--- config.mk ---
export PLATFORM = sky130hd
export DESIGN_NAME = pump_run_sequencer
export DESIGN_NICKNAME = d
export VERILOG_FILES = /design/src/include/pump_seq_pkg.sv /design/src/rtl/bar_scale.sv /design/src/rtl/pulse_tick.sv /design/src/rtl/pump_run_sequencer.sv
export SDC_FILE = /design/constraint.sdc
export NUM_CORES = 1
export LEC_CHECK = 0
export BUFFER_PORTS_ARGS = -buffer_cell sky130_fd_sc_hd__buf_2
export CORE_ASPECT_RATIO = 1.75
export CORE_MARGIN = 4
export CORE_UTILIZATION = 60
export CTS_CLUSTER_DIAMETER = 100
export CTS_CLUSTER_SIZE = 10
export DETAILED_ROUTE_END_ITERATION = 7
export MAX_ROUTING_LAYER = met4
export PLACE_DENSITY_LB_ADDON = 0.08
export SLEW_MARGIN = 20
export SYNTH_ARGS = -nofsm -noshare
export SYNTH_HDL_FRONTEND = slang
export SYNTH_SLANG_ARGS = --single-unit
--- constraint.sdc ---
create_clock -name clk_sys -period 8.35 [get_ports clk_sys]
set_clock_uncertainty 0.2 [all_clocks]
set_input_delay 1.67 -clock clk_sys [delete_from_list [all_inputs] [get_ports clk_sys]]
set_output_delay 1.67 -clock clk_sys [all_outputs]
set_load 0.01 [all_outputs]
--- src/include/pump_seq_pkg.sv ---
// package: constants, states and carrier structs for the pump run sequencer
// Functional notes
// - start begins acceleration, backing pump relay closes
// - start delay: start lamp flashes, then steady
// - acceleration: at-speed lamp flashes, bar shows speed
// - at 95 percent: at-speed state, lamps update
// - at-speed state: bar graph shows motor current
// - minimum reached, no 95 percent in 8 min: overload
// - heating key toggles heater; bake only at speed
// - heating lamp flashes accelerating, steady at speed
// - over temperature: reduce speed, overload lamp on
// - below 95 percent: bar shows speed, lamp flashes
// - below minimum: motor off, fault lamp on
// - stop: drive and heater off, brake, pump off
// - braking: stop lamp, at-speed flashes, speed bar
// - vent valve controlled automatically when stopped
// - mains loss: generator mode keeps bearings powered
// - standstill after stop: start, stop, at-speed off
// - fault: brake, fault lamp steady, code segment flashes
// - fault reset by stop only at standstill, cleared
// - fault code 1 is motor line fault
// - low-active remote stop dominates start
// - fault relay changes state only in fault states
package pump_seq_pkg;
   localparam int CLK_HZ = 200_000_000;
   localparam int BAR_SEGS = 10;
   localparam int SPEED_W = 16;
   localparam int CUR_W = 16;
   localparam int CODE_W = 4;
   // configuration constants, in speed and current units, seconds and milliseconds
   localparam logic [SPEED_W-1:0] TARGET_SPEED = 16'h0258;
   localparam logic [SPEED_W-1:0] AT_SPEED_LEVEL = 16'(600 * 95 / 100);
   localparam logic [SPEED_W-1:0] MIN_SPEED = 16'h00F0;
   localparam logic [SPEED_W-1:0] STANDSTILL_SPEED = 16'h0002;
   localparam logic [SPEED_W-1:0] SPEED_STEP = 16'(600 / 10);
   localparam logic [CUR_W-1:0] MAX_CURRENT = 16'h03E8;
   localparam logic [CUR_W-1:0] CURRENT_STEP = 16'(1000 / 10);
   localparam int START_DELAY_S = 60;
   localparam int ACCEL_LIMIT_S = 8 * 60;
   localparam int FLASH_HALF_MS = 250;
   localparam int TICK_MS = 1;
   localparam int TICK_CYCLES = CLK_HZ / 1000 * TICK_MS;
   localparam int FLASH_HALF_TICKS = FLASH_HALF_MS / TICK_MS;
   localparam int START_DELAY_TICKS = START_DELAY_S * 1000 / TICK_MS;
   localparam int ACCEL_LIMIT_TICKS = ACCEL_LIMIT_S * 1000 / TICK_MS;
   localparam int TIMER_W = 20;
   localparam logic [CODE_W-1:0] FAULT_NONE = 4'h0;
   localparam logic [CODE_W-1:0] FAULT_LINE = 4'h1;
   localparam logic [CODE_W-1:0] FAULT_UNSUPPORTED = 4'h2;
   localparam logic [CODE_W-1:0] FAULT_SPEED = 4'h4;
   localparam logic [CODE_W-1:0] FAULT_CONV_TEMP = 4'h5;
   localparam logic [CODE_W-1:0] FAULT_PUMP_TEMP = 4'h6;
   localparam logic [CODE_W-1:0] FAULT_SELF_TEST = 4'h7;
   localparam logic [CODE_W-1:0] FAULT_BEARING = 4'h8;

   typedef enum logic [3:0] {
      ST_STANDSTILL = 4'h0,
      ST_DELAY = 4'h1,
      ST_ACCEL = 4'h2,
      ST_AT_SPEED = 4'h3,
      ST_OVERLOAD = 4'h4,
      ST_BRAKING = 4'h5,
      ST_FAULT_RUN = 4'h6,
      ST_FAULT_STILL = 4'h7
   } run_state_t;

   typedef struct packed {
      logic start_key;
      logic stop_key;
      logic heat_key;
      logic remote_en;
      logic remote_start;
      logic remote_stop_n;
      logic remote_heat;
   } operator_in_t;

   typedef struct packed {
      logic line_fault;
      logic unsupported;
      logic conv_overtemp;
      logic pump_overtemp;
      logic self_test;
      logic bearing;
      logic mains_ok;
   } sense_in_t;

   typedef struct packed {
      logic start_lamp;
      logic stop_lamp;
      logic at_speed_lamp;
      logic overload_lamp;
      logic fault_lamp;
      logic heat_lamp;
      logic line_attached_warning;
      logic [BAR_SEGS-1:0] bar;
   } lamps_t;

   typedef struct packed {
      logic motor_drive;
      logic brake;
      logic reduce_speed;
      logic generator_mode;
      logic bearing_power;
      logic backing_pump_relay;
      logic vent_valve;
      logic heater;
      logic fault_relay;
      logic accel_relay;
      logic normal_relay;
   } actuators_t;
endpackage

--- src/rtl/bar_scale.sv ---
// registered thermometer bar graph from a scaled value
`timescale 1ns/1ps
module bar_scale
   import pump_seq_pkg::*;
(
   input wire logic clk_sys,
   input wire logic srst,
   input wire logic [SPEED_W-1:0] value,
   input wire logic [SPEED_W-1:0] step,
   output logic [BAR_SEGS-1:0] bar
);
   logic [BAR_SEGS-1:0] lit;

   // segment i lights once value reaches (i+1) steps, bottom first
   genvar i;
   generate
      for (i = 0; i < BAR_SEGS; i++) begin : g_seg
         assign lit[i] = ({16'h0000, value} >= 32'(step) * 32'(i + 1));
      end
   endgenerate

   always_ff @(posedge clk_sys) begin
      if (srst) begin
         bar <= '0;
      end else begin
         bar <= lit;
      end
   end
endmodule

--- src/rtl/pulse_tick.sv ---
// tick and flash enable generator
`timescale 1ns/1ps
module pulse_tick
   import pump_seq_pkg::*;
(
   input wire logic clk_sys,
   input wire logic srst,
   output logic tick,
   output logic flash
);
   logic [$clog2(TICK_CYCLES)-1:0] div_reg;
   logic [$clog2(FLASH_HALF_TICKS)-1:0] half_reg;

   always_ff @(posedge clk_sys) begin
      if (srst) begin
         div_reg <= '0;
         tick <= 1'b0;
      end else if (div_reg == ($clog2(TICK_CYCLES))'(TICK_CYCLES - 1)) begin
         div_reg <= '0;
         tick <= 1'b1;
      end else begin
         div_reg <= div_reg + 1'b1;
         tick <= 1'b0;
      end
   end

   always_ff @(posedge clk_sys) begin
      if (srst) begin
         half_reg <= '0;
         flash <= 1'b0;
      end else if (tick) begin
         if (half_reg == ($clog2(FLASH_HALF_TICKS))'(FLASH_HALF_TICKS - 1)) begin
            half_reg <= '0;
            flash <= ~flash;
         end else begin
            half_reg <= half_reg + 1'b1;
         end
      end
   end
endmodule

--- src/rtl/pump_run_sequencer.sv ---
// pump run sequencer: start, run, stop, fault and mains-loss handling
`timescale 1ns/1ps
module pump_run_sequencer
   import pump_seq_pkg::*;
(
   input wire logic clk_sys,
   input wire logic srst,
   input wire logic delay_enable,
   input wire logic vent_fitted,
   input wire operator_in_t op_in,
   input wire sense_in_t sense_in,
   input wire logic [SPEED_W-1:0] speed,
   input wire logic [CUR_W-1:0] current,
   output lamps_t lamps,
   output actuators_t act,
   output logic [CODE_W-1:0] fault_code
);
   // ---------------------------------------------------------------
   // input synchronisers
   // ---------------------------------------------------------------
   operator_in_t op_meta_reg, op_sync_reg, op_prev_reg;
   sense_in_t sn_meta_reg, sn_sync_reg;
   logic delay_meta_reg, delay_sync_reg, vent_meta_reg, vent_sync_reg;

   always_ff @(posedge clk_sys) begin
      if (srst) begin
         op_meta_reg <= '0;
         op_sync_reg <= '0;
         op_prev_reg <= '0;
         sn_meta_reg <= '0;
         sn_sync_reg <= '0;
         delay_meta_reg <= 1'b0;
         delay_sync_reg <= 1'b0;
         vent_meta_reg <= 1'b0;
         vent_sync_reg <= 1'b0;
      end else begin
         op_meta_reg <= op_in;
         op_sync_reg <= op_meta_reg;
         op_prev_reg <= op_sync_reg;
         sn_meta_reg <= sense_in;
         sn_sync_reg <= sn_meta_reg;
         delay_meta_reg <= delay_enable;
         delay_sync_reg <= delay_meta_reg;
         vent_meta_reg <= vent_fitted;
         vent_sync_reg <= vent_meta_reg;
      end
   end

   // ---------------------------------------------------------------
   // helper decodes
   // ---------------------------------------------------------------
   // rising edge of a synchronised key; one pulse per press
   function automatic logic key_edge(input logic now_v, input logic prev_v);
      return now_v & ~prev_v;
   endfunction

   // states in which the backing pump runs and the vent stays shut
   function automatic logic pump_phase(input run_state_t st);
      return st inside {ST_DELAY, ST_ACCEL, ST_AT_SPEED, ST_OVERLOAD};
   endfunction

   // ---------------------------------------------------------------
   // command decode
   // ---------------------------------------------------------------
   logic start_cmd, stop_cmd, heat_toggle, stop_level;
   logic tick, flash;

   // remote stop is a level: while low with remote_en set it blocks start and forces stop
   always_comb begin
      stop_level = op_sync_reg.remote_en & ~op_sync_reg.remote_stop_n;
      if (op_sync_reg.remote_en) begin
         start_cmd = op_sync_reg.remote_start & ~stop_level;
         stop_cmd = stop_level | (op_prev_reg.remote_stop_n & ~op_sync_reg.remote_stop_n);
         heat_toggle = op_sync_reg.remote_heat ^ op_prev_reg.remote_heat;
      end else begin
         start_cmd = key_edge(op_sync_reg.start_key, op_prev_reg.start_key);
         stop_cmd = key_edge(op_sync_reg.stop_key, op_prev_reg.stop_key);
         heat_toggle = key_edge(op_sync_reg.heat_key, op_prev_reg.heat_key);
      end
   end

   pulse_tick u_tick (
      .clk_sys(clk_sys),
      .srst(srst),
      .tick(tick),
      .flash(flash)
   );

   // ---------------------------------------------------------------
   // speed and fault classification
   // ---------------------------------------------------------------
   logic at_speed, above_min, standstill, overtemp, hard_fault;
   logic [CODE_W-1:0] hard_code;

   always_comb begin
      at_speed = speed >= AT_SPEED_LEVEL;
      above_min = speed >= MIN_SPEED;
      standstill = speed <= STANDSTILL_SPEED;
      // overtemp is no hard fault: it slows the rotor, moves the at-speed state into overload and blocks a fault reset
      overtemp = sn_sync_reg.conv_overtemp | sn_sync_reg.pump_overtemp;
      hard_fault = 1'b1;
      if (sn_sync_reg.line_fault) begin
         hard_code = FAULT_LINE;
      end else if (sn_sync_reg.unsupported) begin
         hard_code = FAULT_UNSUPPORTED;
      end else if (sn_sync_reg.self_test) begin
         hard_code = FAULT_SELF_TEST;
      end else if (sn_sync_reg.bearing) begin
         hard_code = FAULT_BEARING;
      end else begin
         hard_code = FAULT_NONE;
         hard_fault = 1'b0;
      end
   end

   // ---------------------------------------------------------------
   // run state machine and its timer
   // ---------------------------------------------------------------
   run_state_t state_reg, state_next;
   logic [TIMER_W-1:0] timer_reg;
   logic [CODE_W-1:0] code_reg, code_next;
   logic speed_seen_min_reg;

   always_comb begin
      state_next = state_reg;
      code_next = code_reg;
      case (state_reg)
         ST_STANDSTILL: begin
            if (hard_fault) begin
               state_next = ST_FAULT_STILL;
               code_next = hard_code;
            end else if (start_cmd) begin
               state_next = delay_sync_reg ? ST_DELAY : ST_ACCEL;
            end
         end
         ST_DELAY: begin
            if (stop_cmd) begin
               state_next = ST_STANDSTILL;
            end else if (timer_reg == TIMER_W'(START_DELAY_TICKS)) begin
               state_next = ST_ACCEL;
            end
         end
         ST_ACCEL: begin
            if (stop_cmd) begin
               state_next = ST_BRAKING;
            end else if (at_speed) begin
               state_next = ST_AT_SPEED;
            end else if (timer_reg == TIMER_W'(ACCEL_LIMIT_TICKS)) begin
               if (speed_seen_min_reg) begin
                  state_next = ST_OVERLOAD;
               end else begin
                  state_next = ST_FAULT_RUN;
                  code_next = FAULT_SPEED;
               end
            end
         end
         ST_AT_SPEED, ST_OVERLOAD: begin
            if (stop_cmd) begin
               state_next = ST_BRAKING;
            end else if (~above_min) begin
               state_next = ST_FAULT_RUN;
               code_next = FAULT_SPEED;
            end else if (at_speed & ~overtemp) begin
               state_next = ST_AT_SPEED;
            end else if (state_reg == ST_AT_SPEED & overtemp) begin
               state_next = ST_OVERLOAD;
            end
         end
         ST_BRAKING: begin
            if (standstill) begin
               state_next = ST_STANDSTILL;
            end
         end
         ST_FAULT_RUN: begin
            if (standstill) begin
               state_next = ST_FAULT_STILL;
            end
         end
         ST_FAULT_STILL: begin
            if (stop_cmd & ~hard_fault & ~overtemp & standstill) begin
               state_next = ST_STANDSTILL;
               code_next = FAULT_NONE;
            end
         end
         default: begin
            state_next = ST_STANDSTILL;
         end
      endcase
      // any hard fault while turning brakes into the fault state
      if (hard_fault & (state_reg inside {ST_DELAY, ST_ACCEL, ST_AT_SPEED, ST_OVERLOAD, ST_BRAKING})) begin
         state_next = ST_FAULT_RUN;
         code_next = hard_code;
      end
   end

   always_ff @(posedge clk_sys) begin
      if (srst) begin
         state_reg <= ST_STANDSTILL;
         code_reg <= FAULT_NONE;
      end else begin
         state_reg <= state_next;
         code_reg <= code_next;
      end
   end

   // timer restarts on every state change, counts ms ticks
   always_ff @(posedge clk_sys) begin
      if (srst || state_next != state_reg) begin
         timer_reg <= '0;
      end else if (tick && timer_reg != '1) begin
         timer_reg <= timer_reg + 1'b1;
      end
   end

   always_ff @(posedge clk_sys) begin
      if (srst || state_reg != ST_ACCEL) begin
         speed_seen_min_reg <= 1'b0;
      end else if (above_min) begin
         speed_seen_min_reg <= 1'b1;
      end
   end

   // ---------------------------------------------------------------
   // heating preselection
   // ---------------------------------------------------------------
   logic heat_sel_reg;

   always_ff @(posedge clk_sys) begin
      if (srst) begin
         heat_sel_reg <= 1'b0;
      end else if (state_next == ST_BRAKING || state_next == ST_FAULT_RUN) begin
         heat_sel_reg <= 1'b0;
      end else if (heat_toggle) begin
         heat_sel_reg <= ~heat_sel_reg;
      end
   end

   // ---------------------------------------------------------------
   // bar graph sources
   // ---------------------------------------------------------------
   logic [BAR_SEGS-1:0] speed_bar, current_bar, code_bar;

   bar_scale u_speed_bar (
      .clk_sys(clk_sys),
      .srst(srst),
      .value(speed),
      .step(SPEED_STEP),
      .bar(speed_bar)
   );

   bar_scale u_current_bar (
      .clk_sys(clk_sys),
      .srst(srst),
      .value(current),
      .step(CURRENT_STEP),
      .bar(current_bar)
   );

   // code 1 maps to the bottom segment, dark in the off half of the flash
   always_comb begin
      code_bar = '0;
      if (code_reg != FAULT_NONE) begin
         code_bar = BAR_SEGS'(1) << (code_reg - 1'b1);
      end
   end

   // ---------------------------------------------------------------
   // registered outputs
   // ---------------------------------------------------------------
   logic running, fault_st, mains_lost;

   always_comb begin
      running = state_reg inside {ST_ACCEL, ST_AT_SPEED, ST_OVERLOAD};
      fault_st = state_reg inside {ST_FAULT_RUN, ST_FAULT_STILL};
      mains_lost = ~sn_sync_reg.mains_ok;
   end

   always_ff @(posedge clk_sys) begin
      if (srst) begin
         lamps <= '0;
      end else begin
         lamps.start_lamp <= (state_reg == ST_DELAY) ? flash : running;
         lamps.stop_lamp <= state_reg == ST_BRAKING;
         // over temperature lights overload even before the overload state
         lamps.overload_lamp <= state_reg == ST_OVERLOAD || (running && overtemp);
         lamps.fault_lamp <= fault_st;
         lamps.line_attached_warning <= ~standstill;
         // start lamp goes dark once at speed
         if (state_reg == ST_AT_SPEED || state_reg == ST_OVERLOAD) begin
            lamps.start_lamp <= 1'b0;
         end
         case (state_reg)
            ST_ACCEL, ST_BRAKING: begin
               lamps.at_speed_lamp <= flash;
               lamps.bar <= speed_bar;
            end
            ST_AT_SPEED: begin
               lamps.at_speed_lamp <= at_speed ? 1'b1 : flash;
               lamps.bar <= at_speed ? current_bar : speed_bar;
            end
            ST_OVERLOAD: begin
               lamps.at_speed_lamp <= at_speed ? 1'b1 : flash;
               lamps.bar <= speed_bar;
            end
            ST_FAULT_RUN, ST_FAULT_STILL: begin
               lamps.at_speed_lamp <= 1'b0;
               lamps.bar <= flash ? code_bar : '0;
            end
            default: begin
               lamps.at_speed_lamp <= 1'b0;
               lamps.bar <= '0;
            end
         endcase
         if (state_reg == ST_ACCEL || state_reg == ST_DELAY) begin
            lamps.heat_lamp <= heat_sel_reg & flash;
         end else begin
            lamps.heat_lamp <= heat_sel_reg;
         end
      end
   end

   always_ff @(posedge clk_sys) begin
      if (srst) begin
         act <= '0;
         act.fault_relay <= 1'b1;
         fault_code <= FAULT_NONE;
      end else begin
         fault_code <= code_reg;
         act.motor_drive <= running & ~mains_lost;
         act.brake <= (state_reg == ST_BRAKING || state_reg == ST_FAULT_RUN) & ~mains_lost;
         act.reduce_speed <= running & overtemp;
         act.generator_mode <= mains_lost & ~standstill;
         act.bearing_power <= 1'b1;
         act.backing_pump_relay <= pump_phase(state_reg);
         act.vent_valve <= vent_sync_reg & ~pump_phase(state_reg);
         act.heater <= heat_sel_reg & (state_reg == ST_AT_SPEED);
         act.fault_relay <= ~fault_st;
         act.accel_relay <= state_reg == ST_DELAY || state_reg == ST_ACCEL;
         act.normal_relay <= state_reg == ST_AT_SPEED || state_reg == ST_OVERLOAD;
      end
   end
endmodule

==> impl_metrics.toml <==
[power_and_ir_drop]
pwr_total_w = 0.00161
cellPowerDensity_nw_per_um2 = 221
irDropWorstVdd_mv = 0.236
power.static_leakage_nw = 3.01

[floorplan]
num_rows = 49
die_width_um = 85.2
die-area_sq_um = 12200
coreArea_sq_um = 10200
start_util = 0.611
die_h_um = 143
ios = 82

[final_layout]
drive_above_1_share = 0.153
largest_reg_flops = 20
num_antenna_cells = 0
final_nets = 860
layout.filler_cells = 843
areaGrowthSynthToFinish_pct = 16.0
final_instance_area_sq_um = 7260

[detailed_routing]
routedWlPerCell_um = 15.9
detail_route.drc_violations = 2
via_count = 5559
drt_pass1_iterations = 8
drtAntennaViolNets = 0
detail_route.wirelength_um = 15000
drt-vias-per-instance = 5.89
first_iter_violations = 308

[setup_path]
worst-r2r-cell-count = 8
r2r_slack_ns = 4.22
r2r-end = "timer_reg[1]"
critPathCaptureType = "flip-flop"
r2r-start = "state_reg[1]"
worst_ep_arrival_time_ns = 5.04
timing.critical_path.fanout_max = 20
critical_path_origin = "speed[14]"
class_of_the_most_critical_setup_path = "primary input to flip-flop"
destination_of_the_critical_timing_path = "timer_reg[1]"
start_kind = "primary input"
required_ns = 8.49

[sta]
rsz_0062_raised_after_global_routing = "false"
fmax_mhz = 204
timing_worst_slew_pin_value_ns = 0.959
timing.final.max_slew_violations = 0
relSlewSlack = 0.360
timing.setup.tns_ns = 0
period_share = 0.587
finalSetupViolCount = 0
final.hold.worst_slack_ns = 0.233
min_period_ns = 4.90
final-hold-violation-count = 0

[synthesis]
top_ff_cell_synth = "sky130_fd_sc_hd__dfxtp_1"
share_of_synthesized_registers_carrying_an_async_set_or_reset = 0
synth_edf_count = 0
yosys.area_share.simple = 0.304
synth-compound-area-share = 0.118
mappedNetlistArea_sq_um = 6260
synth.top_cell.area_share = 0.467
synth.avg_cell_area_sq_um = 8.42
synth.net_count = 798
synthDistinctLibCells = 67
synthCells = 743
synth_area_leader_cell = "sky130_fd_sc_hd__dfxtp_1"
netlist_top_cells_area = "sky130_fd_sc_hd__dfxtp_1 (47%), sky130_fd_sc_hd__nand2_1 (5.9%), sky130_fd_sc_hd__nor2_1 (5.5%)"
synth_seq_area_share = 0.467
post_synth_fa_ha_maj_area_fraction = 0.0100
synthXorXnorAreaFrac = 0.0588
synth.ff_latch_count = 146
synth_top_family_by_area = "simple AND/OR/NAND/NOR gates"
synthMuxAreaShare = 0.00660
synth.yosys.warnings = 0

[clock_network]
clkSlewWorstSetupHoldPaths_ns = 0.06
ctsHoldBuffers = 0
clock_tree.htree_level_count = 4
root_buffer_cell = "sky130_fd_sc_hd__clkbuf_16"
clock_insertion_delay_at_the_later_pin_of_the_skew_report_ns = 0.41
clock_sinks = 146
cts_resized = 0
cts_tree = "built"
numCtsBuffers = 17
cts_setup_buffers = 0
buffers_from_clock_root_to_sink_at_most = 2

[global_route]
grt.overflow.total = 0
grt_start_max_net_pins = 76
gr-usage-all-layers = 0.258
antenna_found_initial = 0
grt_pass1_vias = 5396
first_pass_grt_wire_length_um = 24400

[run_status]
violations = "DRC"
outcome = "complete, but fails checks"

[place]
dpl-instance-area_sq_um = 6680
placement.io_buffers = 79
routabilityCongestion = 0.943
hpwlAfterDp_um = 10800

[flow_run]
drv_cap = 0

[min_path]
timing.hold.worst.class = "flip-flop to flip-flop"
worst max-delay path: stages:
cell,delay [ns]
sky130_fd_sc_hd__buf_2,0.10
sky130_fd_sc_hd__nor4_2,0.49
sky130_fd_sc_hd__and3_1,0.43
sky130_fd_sc_hd__nand3_1,0.30
sky130_fd_sc_hd__o21ai_0,0.37
sky130_fd_sc_hd__or4b_1,0.52
sky130_fd_sc_hd__or2_1,0.27
sky130_fd_sc_hd__a221o_1,0.61
sky130_fd_sc_hd__nor3b_2,0.26
power by group:
group / total, W / leakage (nW) / internal (W) / switching [W]
clock network: 0.000724 / 0.275 / 0.000442 / 0.000281
logic: 0.000140 / 1.54 / 0.0000547 / 0.0000857
registers: 0.000743 / 1.19 / 0.000722 / 0.0000208
total: 0.00161 / 3.01 / 0.00122 / 0.000388
synthesized netlist by cell type, types with 3 or more instances:
| master | number |
|---|---|
| sky130_fd_sc_hd__o211a_1 | 4 |
| sky130_fd_sc_hd__nor4b_1 | 3 |
| sky130_fd_sc_hd__and4_1 | 8 |
| sky130_fd_sc_hd__nand4b_1 | 4 |
| sky130_fd_sc_hd__buf_2 | 3 |
| sky130_fd_sc_hd__nor3_1 | 20 |
| sky130_fd_sc_hd__inv_1 | 18 |
| sky130_fd_sc_hd__xnor2_1 | 20 |
| sky130_fd_sc_hd__and3_1 | 14 |
| sky130_fd_sc_hd__or3_1 | 7 |
| sky130_fd_sc_hd__and2_1 | 7 |
| sky130_fd_sc_hd__a222oi_1 | 8 |
| sky130_fd_sc_hd__or4_1 | 4 |
| sky130_fd_sc_hd__nor4_1 | 6 |
| sky130_fd_sc_hd__o21ai_0 | 20 |
| sky130_fd_sc_hd__or3b_2 | 3 |
| sky130_fd_sc_hd__a31oi_1 | 7 |
| sky130_fd_sc_hd__xor2_1 | 22 |
| sky130_fd_sc_hd__a21oi_1 | 41 |
| sky130_fd_sc_hd__dfxtp_1 | 146 |
| sky130_fd_sc_hd__or2_2 | 4 |
| sky130_fd_sc_hd__nor3b_1 | 4 |
| sky130_fd_sc_hd__o311ai_0 | 3 |
| sky130_fd_sc_hd__nand3_1 | 24 |
| sky130_fd_sc_hd__nand2_1 | 99 |
| sky130_fd_sc_hd__nor2_1 | 91 |
| sky130_fd_sc_hd__o211ai_1 | 3 |
| sky130_fd_sc_hd__nand4_1 | 17 |
| sky130_fd_sc_hd__ha_1 | 5 |
| sky130_fd_sc_hd__nor2b_1 | 48 |
| sky130_fd_sc_hd__mux2i_1 | 3 |
| sky130_fd_sc_hd__clkbuf_1 | 34 |
stage by stage:
step                      worst slack [ns]  instances   util
final                                 3.45        944  0.709
after global routing                  3.26        944  0.709
after CTS                             3.55        944  0.709
after detailed placement              3.13        913  0.653
after global placement                3.15        913  0.653
after floorplan                       4.02        743      -
cell usage in the layout, fill, tap and decap left out, types with 4 or more instances in the layout:
cell / netlist / routed
sky130_fd_sc_hd__ha_1: 5 / 5
sky130_fd_sc_hd__buf_2: 3 / 79
sky130_fd_sc_hd__a21oi_1: 41 / 41
sky130_fd_sc_hd__xor2_1: 22 / 22
sky130_fd_sc_hd__nor3_1: 20 / 20
sky130_fd_sc_hd__xnor2_1: 20 / 20
sky130_fd_sc_hd__o211a_1: 4 / 4
sky130_fd_sc_hd__clkbuf_8: 0 / 4
sky130_fd_sc_hd__o21ai_0: 20 / 20
sky130_fd_sc_hd__and2_1: 7 / 7
sky130_fd_sc_hd__a222oi_1: 8 / 8
sky130_fd_sc_hd__nor4_1: 6 / 6
sky130_fd_sc_hd__or4_1: 4 / 4
sky130_fd_sc_hd__nand3_1: 24 / 24
sky130_fd_sc_hd__nand4_1: 17 / 17
sky130_fd_sc_hd__nand2_1: 99 / 99
sky130_fd_sc_hd__or3_1: 7 / 7
sky130_fd_sc_hd__inv_1: 18 / 18
sky130_fd_sc_hd__clkinvlp_4: 0 / 4
sky130_fd_sc_hd__clkbuf_16: 0 / 17
sky130_fd_sc_hd__and4_1: 8 / 8
sky130_fd_sc_hd__nor2b_1: 48 / 48
sky130_fd_sc_hd__or2_2: 4 / 4
sky130_fd_sc_hd__and3_1: 14 / 14
sky130_fd_sc_hd__dfxtp_1: 146 / 146
sky130_fd_sc_hd__nand4b_1: 4 / 4
sky130_fd_sc_hd__nor3b_1: 4 / 4
sky130_fd_sc_hd__nor2_1: 91 / 91
sky130_fd_sc_hd__a31oi_1: 7 / 7
layout make-up:
type | instances | area, sq um | share of cell area
Sequential cell | 146 | 2920 | 0.402
Multi-Input combinational cell | 540 | 3120 | 0.429
Timing Repair Buffer | 81 | 410 | 0.0565
Tap cell | 127 | 159 | 0.0219
Clock inverter | 10 | 100 | 0.0138
Inverter | 19 | 71.3 | 0.00982
Clock buffer | 21 | 480 | 0.0662
worst min path at each step:
| stage | start | endpoint | slack [ns] | cells past startpoint |
|---|---|---|---|---|
| floorplan | delay_meta_reg | delay_sync_reg | 0.21 | 1 |
| global placement | op_meta_reg[1] | op_sync_reg[1] | 0.22 | 1 |
| detailed placement | op_meta_reg[0] | op_sync_reg[0] | 0.23 | 1 |
| CTS | op_meta_reg[0] | op_sync_reg[0] | 0.24 | 1 |
| global route | sn_meta_reg[3] | sn_sync_reg[3] | 0.26 | 1 |
| finish | op_meta_reg[0] | op_sync_reg[0] | 0.23 | 1 |
layer usage:
| metal | track usage | up-vias | part of all wire | wire length (um) |
|---|---|---|---|---|
| met4 | 0.147 | 0 | 0.048 | 716 |
| met3 | 0.0566 | 59 | 0.048 | 717 |
| met5 | - | - | 0 | 0 |
| met2 | 0.468 | 205 | 0.54 | 8110 |
| li1 | - | 2689 | - | - |
| met1 | 0.246 | 2606 | 0.36 | 5460 |
logic make-up after synthesis:
group,Yosys count
compound gates,113
xor+xnor,42
fa+ha+maj,5
buf+inv,57
flops,146
mux,4
other cells,1
simple gates,375
No activity file was read; power rests on OpenSTA's default activity.
